### src/spi_pkg.sv
/*
 * Constants for the serial port programming block: port addresses, control
 * word bit positions, status bit positions and reset values.
 * Assumes a single 100 MHz clock and an 8-bit I/O bus from the host CPU.
 */
package spi_pkg;
    localparam logic [7:0] SPI_ADDR_DATA_A = 8'hD8;
    localparam logic [7:0] SPI_ADDR_CTRL_A = 8'hDA;
    localparam logic [7:0] SPI_ADDR_DATA_B = 8'hDC;
    localparam logic [7:0] SPI_ADDR_CTRL_B = 8'hDE;
    // Mode word fields.
    localparam int SPI_MODE_BAUD_LSB = 0;
    localparam int SPI_MODE_LEN_LSB  = 2;
    localparam int SPI_MODE_PEN_BIT  = 4;
    localparam int SPI_MODE_EP_BIT   = 5;
    localparam int SPI_MODE_ESD_BIT  = 6;
    localparam int SPI_MODE_SCS_BIT  = 7;
    localparam int SPI_MODE_STOP_LSB = 6;
    // Command word fields.
    localparam int SPI_CMD_TXEN_BIT  = 0;
    localparam int SPI_CMD_RXEN_BIT  = 2;
    localparam int SPI_CMD_ERST_BIT  = 4;
    localparam int SPI_CMD_IR_BIT    = 6;
    localparam int SPI_CMD_HUNT_BIT  = 7;
    // Status bit positions.
    localparam int SPI_STAT_TX_READY_FLAG    = 0;
    localparam int SPI_STAT_RX_READY_FLAG    = 1;
    localparam int SPI_STAT_TXEMPTY  = 2;
    localparam int SPI_STAT_PE       = 3;
    localparam int SPI_STAT_OE       = 4;
    localparam int SPI_STAT_FE       = 5;
    localparam int SPI_STAT_HUNT     = 6;
    // Reset values and character timing.
    localparam logic [7:0] SPI_RST_BYTE   = 8'h00;
    localparam logic [5:0] SPI_CHAR_TICKS = 6'h10;
    typedef enum logic [1:0] {
        SPI_ST_MODE,
        SPI_ST_SYNC1,
        SPI_ST_SYNC2,
        SPI_ST_CMD
    } spi_state_e;
endpackage

### src/spi_core.sv
/*
 * Serial port host programming block: decodes the two address pairs, walks
 * the mode / sync / command sequence, keeps the ready flags and drives the
 * transmit shifter. Assumes host I/O strobes are one-cycle synchronous pulses.
 */
`timescale 1ns/1ps
module spi_core
    import spi_pkg::*;
#(
    parameter int DW = 8
) (
    input  wire logic          clk_sys,
    input  wire logic          rst,
    input  wire logic [7:0]    io_addr,
    input  wire logic          io_wr,
    input  wire logic          io_rd,
    input  wire logic [7:0]    io_wdata,
    output logic [7:0]         io_rdata_ff,
    input  wire logic          rx_valid,
    input  wire logic [DW-1:0] rx_data,
    output logic               tx_ready_flag_ff,
    output logic               rx_ready_flag_ff,
    output logic               txd_ff,
    output logic [7:0]         mode_word_ff,
    output logic [7:0]         sync1_ff,
    output logic [7:0]         sync2_ff
);
    spi_state_e    state_ff;
    spi_state_e    nxt_state;
    logic [7:0]    cmd_ff;
    logic [DW-1:0] hold_ff;
    logic          hold_full_ff;
    logic [DW-1:0] rx_buf_ff;
    logic          overrun_ff;
    logic [5:0]    div_ff;
    logic          tick;
    logic          sh_busy;
    logic          sh_txd;

    // Address pairs decode on the low and high halves.
    // address decode
    wire sel_data = (io_addr == SPI_ADDR_DATA_A) || (io_addr == SPI_ADDR_DATA_B);
    wire sel_ctrl = (io_addr == SPI_ADDR_CTRL_A) || (io_addr == SPI_ADDR_CTRL_B);
    wire ctrl_wr  = io_wr && sel_ctrl;
    wire data_wr  = io_wr && sel_data;
    wire data_rd  = io_rd && sel_data;
    wire is_async = (io_wdata[1:0] != 2'b00);
    wire ir_cmd   = ctrl_wr && (state_ff == SPI_ST_CMD) && io_wdata[SPI_CMD_IR_BIT];
    wire tx_en    = cmd_ff[SPI_CMD_TXEN_BIT];
    wire rx_en    = cmd_ff[SPI_CMD_RXEN_BIT];
    wire data_ok  = data_wr && (state_ff == SPI_ST_CMD) && tx_en && !hold_full_ff;
    wire sh_load  = hold_full_ff && !sh_busy && tx_en;
    wire err_rst  = ctrl_wr && (state_ff == SPI_ST_CMD) && io_wdata[SPI_CMD_ERST_BIT];
    wire ovr_set  = rx_valid && rx_en && rx_ready_flag_ff && !data_rd;

    // Next control write interpretation.
    always_comb begin
        nxt_state = state_ff;
        if (ctrl_wr) begin
            case (state_ff)
                SPI_ST_MODE: begin
                    if (is_async) begin
                        nxt_state = SPI_ST_CMD;
                    end else begin
                        nxt_state = SPI_ST_SYNC1;
                    end
                end
                SPI_ST_SYNC1: begin
                    if (mode_word_ff[SPI_MODE_SCS_BIT]) begin
                        nxt_state = SPI_ST_CMD;
                    end else begin
                        nxt_state = SPI_ST_SYNC2;
                    end
                end
                SPI_ST_SYNC2: nxt_state = SPI_ST_CMD;
                SPI_ST_CMD: nxt_state = ir_cmd ? SPI_ST_MODE : SPI_ST_CMD;
                default: nxt_state = SPI_ST_MODE;
            endcase
        end
    end

    always_ff @(posedge clk_sys) begin
        if (rst) begin
            state_ff <= SPI_ST_MODE;
        end else begin
            state_ff <= nxt_state;
        end
    end

    // Control words land in the register the sequence points at; an internal
    // reset also drops the command so the transmitter idles again.
    // mode word fields
    always_ff @(posedge clk_sys) begin
        if (rst) begin
            mode_word_ff <= SPI_RST_BYTE;
            sync1_ff     <= SPI_RST_BYTE;
            sync2_ff     <= SPI_RST_BYTE;
            cmd_ff       <= SPI_RST_BYTE;
        end else if (ctrl_wr) begin
            case (state_ff)
                SPI_ST_MODE:  mode_word_ff <= io_wdata;
                SPI_ST_SYNC1: sync1_ff <= io_wdata;
                SPI_ST_SYNC2: sync2_ff <= io_wdata;
                SPI_ST_CMD:   cmd_ff <= ir_cmd ? SPI_RST_BYTE : io_wdata;
                default:      cmd_ff <= SPI_RST_BYTE;
            endcase
        end
    end

    // Bit-rate divider, one tick per bit; a fixed factor keeps the shifter simple.
    assign tick = (div_ff == 6'h0);
    always_ff @(posedge clk_sys) begin
        if (rst) begin
            div_ff <= 6'h0;
        end else begin
            div_ff <= tick ? SPI_CHAR_TICKS - 6'h1 : div_ff - 6'h1;
        end
    end

    // Holding buffer: one byte between host and shifter.
    // transmit ready clear
    always_ff @(posedge clk_sys) begin
        if (rst) begin
            hold_full_ff <= 1'b0;
            hold_ff      <= '0;
        end else if (data_ok) begin
            hold_full_ff <= 1'b1;
            hold_ff      <= io_wdata[DW-1:0];
        end else if (sh_load || ir_cmd) begin
            hold_full_ff <= 1'b0;
        end
    end

    // Receive flag: a new byte sets it and wins over a same-cycle read.
    // receive ready clear
    always_ff @(posedge clk_sys) begin
        if (rst) begin
            rx_ready_flag_ff <= 1'b0;
            rx_buf_ff        <= '0;
            overrun_ff       <= 1'b0;
        end else begin
            // A new overrun beats an error reset in the same cycle, so none is lost.
            overrun_ff <= ovr_set || (overrun_ff && !err_rst);
            if (rx_valid && rx_en) begin
                rx_ready_flag_ff <= 1'b1;
                rx_buf_ff        <= rx_data;
            end else if (data_rd) begin
                rx_ready_flag_ff <= 1'b0;
            end
        end
    end

    always_ff @(posedge clk_sys) begin
        if (rst) begin
            tx_ready_flag_ff <= 1'b0;
        end else begin
            // An internal reset must not leave the flag up while a mode word is awaited.
            tx_ready_flag_ff <= (state_ff == SPI_ST_CMD) && !ir_cmd && tx_en
                                && !hold_full_ff && !data_ok;
        end
    end

    // Read data: status on the high address, received byte on the low one.
    wire [7:0] status = {1'b0, (state_ff == SPI_ST_MODE), 1'b0, overrun_ff, 1'b0,
                         !hold_full_ff && !sh_busy, rx_ready_flag_ff, tx_ready_flag_ff};
    always_ff @(posedge clk_sys) begin
        if (rst) begin
            io_rdata_ff <= SPI_RST_BYTE;
        end else if (io_rd) begin
            io_rdata_ff <= sel_ctrl ? status : (sel_data ? 8'(rx_buf_ff) : SPI_RST_BYTE);
        end
    end

    always_ff @(posedge clk_sys) begin
        if (rst) begin
            txd_ff <= 1'b1;
        end else begin
            txd_ff <= sh_txd;
        end
    end

    spi_shift #(.DW(DW)) u_shift (
        .clk_sys   (clk_sys),
        .rst       (rst),
        .tick      (tick),
        .load      (sh_load),
        .load_data (hold_ff),
        .par_en    (mode_word_ff[SPI_MODE_PEN_BIT]),
        .par_even  (mode_word_ff[SPI_MODE_EP_BIT]),
        .busy_ff   (sh_busy),
        .txd_ff    (sh_txd)
    );

    property p_mode_after_reset;
        @(posedge clk_sys) $fell(rst) |-> state_ff == SPI_ST_MODE;
    endproperty
    a_mode_after_reset: assert property (p_mode_after_reset) else $error("not in mode");
    property p_sync_next;
        @(posedge clk_sys) disable iff (rst)
        ctrl_wr && state_ff == SPI_ST_MODE && !is_async |=> state_ff == SPI_ST_SYNC1;
    endproperty
    a_sync_next: assert property (p_sync_next) else $error("sync skipped");
    property p_cmd_hold;
        @(posedge clk_sys) disable iff (rst)
        state_ff == SPI_ST_CMD && !ir_cmd |=> state_ff == SPI_ST_CMD;
    endproperty
    a_cmd_hold: assert property (p_cmd_hold) else $error("left command state");
    property p_ir;
        @(posedge clk_sys) disable iff (rst) ir_cmd |=> state_ff == SPI_ST_MODE && !tx_en;
    endproperty
    a_ir: assert property (p_ir) else $error("internal reset ignored");
    property p_status_rd;
        @(posedge clk_sys) disable iff (rst)
        io_rd && sel_ctrl |=> io_rdata_ff[SPI_STAT_RX_READY_FLAG] == $past(rx_ready_flag_ff);
    endproperty
    a_status_rd: assert property (p_status_rd) else $error("bad status");
    property p_async_skip;
        @(posedge clk_sys) disable iff (rst)
        ctrl_wr && state_ff == SPI_ST_MODE && is_async |=> state_ff == SPI_ST_CMD;
    endproperty
    a_async_skip: assert property (p_async_skip) else $error("async sync");
    property p_tx_clear;
        @(posedge clk_sys) disable iff (rst) data_ok |=> !tx_ready_flag_ff && hold_full_ff;
    endproperty
    a_tx_clear: assert property (p_tx_clear) else $error("tx_ready_flag stuck");
    property p_ignore;
        @(posedge clk_sys) disable iff (rst)
        data_wr && !tx_en && !hold_full_ff |=> !hold_full_ff;
    endproperty
    a_ignore: assert property (p_ignore) else $error("data accepted");
    property p_rdy;
        @(posedge clk_sys) disable iff (rst)
        tx_ready_flag_ff |-> state_ff == SPI_ST_CMD;
    endproperty
    a_rdy: assert property (p_rdy) else $error("ready too early");
endmodule // spi_core

### src/spi_shift.sv
/*
 * Transmit shifter for the serial port: takes one character from the holding
 * buffer and clocks it out one bit per tick with start, parity and stop bits.
 * Assumes tick is a one-cycle enable from the parent's baud divider.
 */
`timescale 1ns/1ps
module spi_shift
    import spi_pkg::*;
#(
    parameter int DW = 8
) (
    input  wire logic          clk_sys,
    input  wire logic          rst,
    input  wire logic          tick,
    input  wire logic          load,
    input  wire logic [DW-1:0] load_data,
    input  wire logic          par_en,
    input  wire logic          par_even,
    output logic               busy_ff,
    output logic               txd_ff
);
    logic [DW+1:0] sh_ff;
    logic [3:0]    cnt_ff;
    logic          par_bit;

    // Parity over the whole character, flipped for odd parity.
    assign par_bit = ^load_data ^ ~par_even;

    // Frame is start bit, data, optional parity, one stop bit; idle line is high.
    always_ff @(posedge clk_sys) begin
        if (rst) begin
            busy_ff <= 1'b0;
            txd_ff  <= 1'b1;
            sh_ff   <= '1;
            cnt_ff  <= 4'h0;
        end else if (load && !busy_ff) begin
            busy_ff <= 1'b1;
            sh_ff   <= {(par_en ? par_bit : 1'b1), load_data, 1'b0};
            cnt_ff  <= par_en ? 4'(DW + 3) : 4'(DW + 2);
        end else if (busy_ff && tick) begin
            txd_ff <= sh_ff[0];
            sh_ff  <= {1'b1, sh_ff[DW+1:1]};
            cnt_ff <= cnt_ff - 4'h1;
            if (cnt_ff == 4'h1) begin
                busy_ff <= 1'b0;
            end
        end
    end
endmodule // spi_shift
### config.mk
export PLATFORM = sky130hd
export DESIGN_NAME = spi_core
export DESIGN_NICKNAME = d
export VERILOG_FILES = /design/src/spi_pkg.sv /design/src/spi_core.sv /design/src/spi_shift.sv
export SDC_FILE = /design/constraint.sdc
export NUM_CORES = 1
export LEC_CHECK = 0
export ABC_AREA = 0
export BUFFER_PORTS_ARGS = -buffer_cell sky130_fd_sc_hd__buf_2
export CORE_MARGIN = 3
export CORE_UTILIZATION = 30
export CTS_CLUSTER_SIZE = 30
export DETAILED_ROUTE_END_ITERATION = 7
export PLACE_DENSITY = 0.48
export SLEW_MARGIN = 15
export SYNTH_ARGS = -nofsm -noshare
export SYNTH_HDL_FRONTEND = slang
export SYNTH_SLANG_ARGS = --single-unit
### constraint.sdc
create_clock -name clk_sys -period 1.76 [get_ports clk_sys]
set_clock_uncertainty 0.05 [all_clocks]
set_input_delay 0.088 -clock clk_sys [delete_from_list [all_inputs] [get_ports clk_sys]]
set_output_delay 0.088 -clock clk_sys [all_outputs]
set_load 0.05 [all_outputs]
==> key figures <==
Flow run
  • MaxCap Viol Count: 0

Clock network
  • Post-CTS setup buffers: 0
  • Clk sink count: 79
  • Root Buffer: clkbuf_8
  • H-tree depth: 3
  • Clock Latency Late Sink: 350 ps
  • CTS Buffer Depth: 2
  • TritonCTS Buffers: 9
  • CTS tree: done
  • Reg clk slew, reported paths: 80 ps

Setup path
  • WP data arrival: 1820 ps
  • CP required: 1960 ps
  • Crit Path Max Fanout: 10
  • CP Class: register to register
  • Worst Setup Start Kind: register
  • CP endpoint kind: register

Detailed routing
  • Routed vias: 2713
  • DR iter-0 viols: 80
  • Number of vias per cell: 4.65
  • Detail Route Antenna Nets: 0
  • Top Metal Used: met4
  • Routed Wire Length: 7.86 mm
  • Met2 WL post-DR: 3.55 mm
  • WL met1: 3.78 mm
  • DR WL/cell: 13.5 µm
  • DRT Pass-1 Iters: 4
  • Met3 WL: 430 µm
  • DRC: 0

Synthesis
  • Commonest cells in the netlist: dfxtp_1 (79), nor2_1 (55), mux2i_1 (35)
  • Post-synthesis async set-or-reset flop share: 0
  • Dominant cells by area after synthesis: dfxtp_1 (47%), mux2i_1 (10%), nor2_1 (6.1%)
  • Largest area contributor in the netlist: dfxtp_1
  • Cells after synthesis: 359
  • Most frequent cell after synthesis: dfxtp_1
  • Main synth FF type: dfxtp_1
  • Share of the synthesized area in the top cell type: 0.470
  • Ys Warns: 0
  • Synth Register Bits: 79
  • Yosys cell types: 46
  • Avg Cell Area, Syn: 9.36 µm²
  • EDFF count, synth: 0
  • Syn nets: 391
  • Sequential fraction of the synthesis area: 0.470
  • Mapped cell area: 3360 µm²

Power
  • PD cells: 947 nW/µm²
  • Leakage Power: 0.00178 µW
  • Pint: 3110 µW
  • Max VDD drop: 0.000455 V
  • Final Power: 4060 µW
  • Reg power frac: 0.465
  • Sw Share: 0.235
  • Logic pwr share: 0.097
  • Sw Pwr: 956 µW
  • Clock share of power: 0.438

STA
  • Setup TNS: 0 ps
  • Fin. max-slew vios: 0
  • Tmin final: 1630 ps
  • Max Fclk: 615 MHz
  • Final setup violating endpoints: 0
  • Max-slew headroom: 0.696
  • Endpoints failing hold: 0
  • Period utilisation layout: 0.924
  • Worst-Margin Slew: 445 ps
  • Hold slack: 32.8 ps

Cells and area
  • Antenna cells: 0
  • Post-route cell area: 4290 µm²
  • Layout area overhead: 27.6%
  • Core Util, Final: 0.394
  • Layout cells sized above 1: 0.275
  • Sequential cell area: 1580 µm²
  • Fill count: 1090
  • Multi-input gate area in the final layout: 1660 µm²
  • Final nets: 470

GRT
  • Vias in the first global route: 2682
  • Largest net degree at the start of global routing: 24
  • All-layer global routing usage: 0.130
  • Global route total overflow: 0
  • First-pass GRT wire length: 13.2 mm
  • Initial antenna violation count: 0

Placement
  • IO Port Bufs: 62
  • RD Place Congestion: 0.737
  • DP Area: 3870 µm²
  • HPWL after DPL: 5.41 mm

Floorplanning
  • Die span in x: 112 µm
  • Initial core utilization: 0.309
  • Die area: 12500 µm²
  • # IOs: 64
  • Core area: 10900 µm²
  • Core Rows: 38
  • DIE HEIGHT: 112 µm

Outcome
  • Status: completed

Hold path
  • Min-Delay Path Class: primary input to register
[layout by cell type (no fill, tap or decap), drive strengths merged, types with 5 or more instances in the layout]
master | netlist | routed
buf | 11 | 80
dfxtp | 79 | 79
nor2 | 55 | 55
mux2i | 35 | 35
a21oi | 33 | 33
nand2 | 28 | 28
dlygate4sd3 | 0 | 13
nand3 | 11 | 11
clkbuf | 14 | 9
xnor2 | 8 | 8
a31o | 8 | 8
nand2b | 8 | 8
o21bai | 8 | 8
nor3 | 6 | 6
inv | 6 | 6
mux2 | 5 | 5
[power by group through the flow]
| stage | clock network [µW] | logic [µW] | registers (µW) |
|---|---|---|---|
| after global routing | 1920 | 439 | 1900 |
| after floorplan | 0 | 243 | 1910 |
| after detailed placement | 0 | 351 | 1920 |
| final | 1780 | 394 | 1890 |
| after global placement | 0 | 347 | 1920 |
| after CTS | 1840 | 373 | 1880 |
[final timing paths]
kind	endpoint	cells past startpoint	startpoint	slack (ps)
worst max register to register	u_shift.sh_ff[0]$_SDFFE_PP1P_	6	div_ff[0]$_SDFF_PP0_	130
worst max-delay path	u_shift.sh_ff[0]$_SDFFE_PP1P_	6	div_ff[0]$_SDFF_PP0_	130
worst min-delay path	sync1_ff[0]$_SDFFE_PP0P_	3	io_wdata[0]	30
worst min register to register	rx_buf_ff[1]$_SDFFE_PP0P_	2	rx_buf_ff[1]$_SDFFE_PP0P_	410
[repair_timing]
action,CTS,global route
setup endpoints to repair,1,4
hold buffers,13,0
gates resized for setup,1,6
endpoints found under the hold margin,24,0
[flip-flops by register name (all words and copies together), names as in the netlist, 2 cells and up]
register,count
hold_ff,8
mode_word_ff,8
u_shift.cnt_ff,4
state_ff,2
io_rdata_ff,8
div_ff,6
u_shift.sh_ff,10
cmd_ff,2
sync2_ff,8
sync1_ff,8
rx_buf_ff,8
[per-layer routing]
metal / up-vias / global-route usage
met5: - / 0
met4: 0 / 0.0316
met3: 9 / 0.0511
met2: 60 / 0.199
met1: 1267 / 0.173
li1: 1377 / -
[per-stage QoR]
step / worst slack, ps / instances
2_1_floorplan: 119 / 359
3_3_place_gp: 54.0 / 554
3_5_place_dp: -21.0 / 554
4_1_cts: 52.2 / 583
5_1_grt: -15.2 / 583
6_report: 134 / 583
[worst max-delay path: stages (launching register included)]
cell and delay, ps:
dfxtp_1 330, inv_1 60, ha_1 170, nor3b_4 250
nand2_2 180, and3_1 210, a211o_1 270
[kinds of logic (layout without fill, tap and decap cells)]
kind of cell / count (synthesis) / count (layout) / synth area share
fa+ha+maj: 3 / 3 / 0.0112
simple gates: 131 / 131 / 0.198
mux: 40 / 40 / 0.121
compound gates: 62 / 62 / 0.119
flops: 79 / 79 / 0.470
xor+xnor: 13 / 13 / 0.0380
buf+inv: 31 / 115 / 0.0424
[final cells by class]
| class | count | share of cell area |
|---|---|---|
| well taps | 140 | 0.0408 |
| clock inverters | 7 | 0.0338 |
| multi-input cells | 249 | 0.387 |
| inverters | 6 | 0.00525 |
| clock buffers | 9 | 0.0289 |
| flip-flops and latches | 79 | 0.369 |
| repair buffers | 93 | 0.135 |
Note: power is estimated with default switching activity, not from simulation.
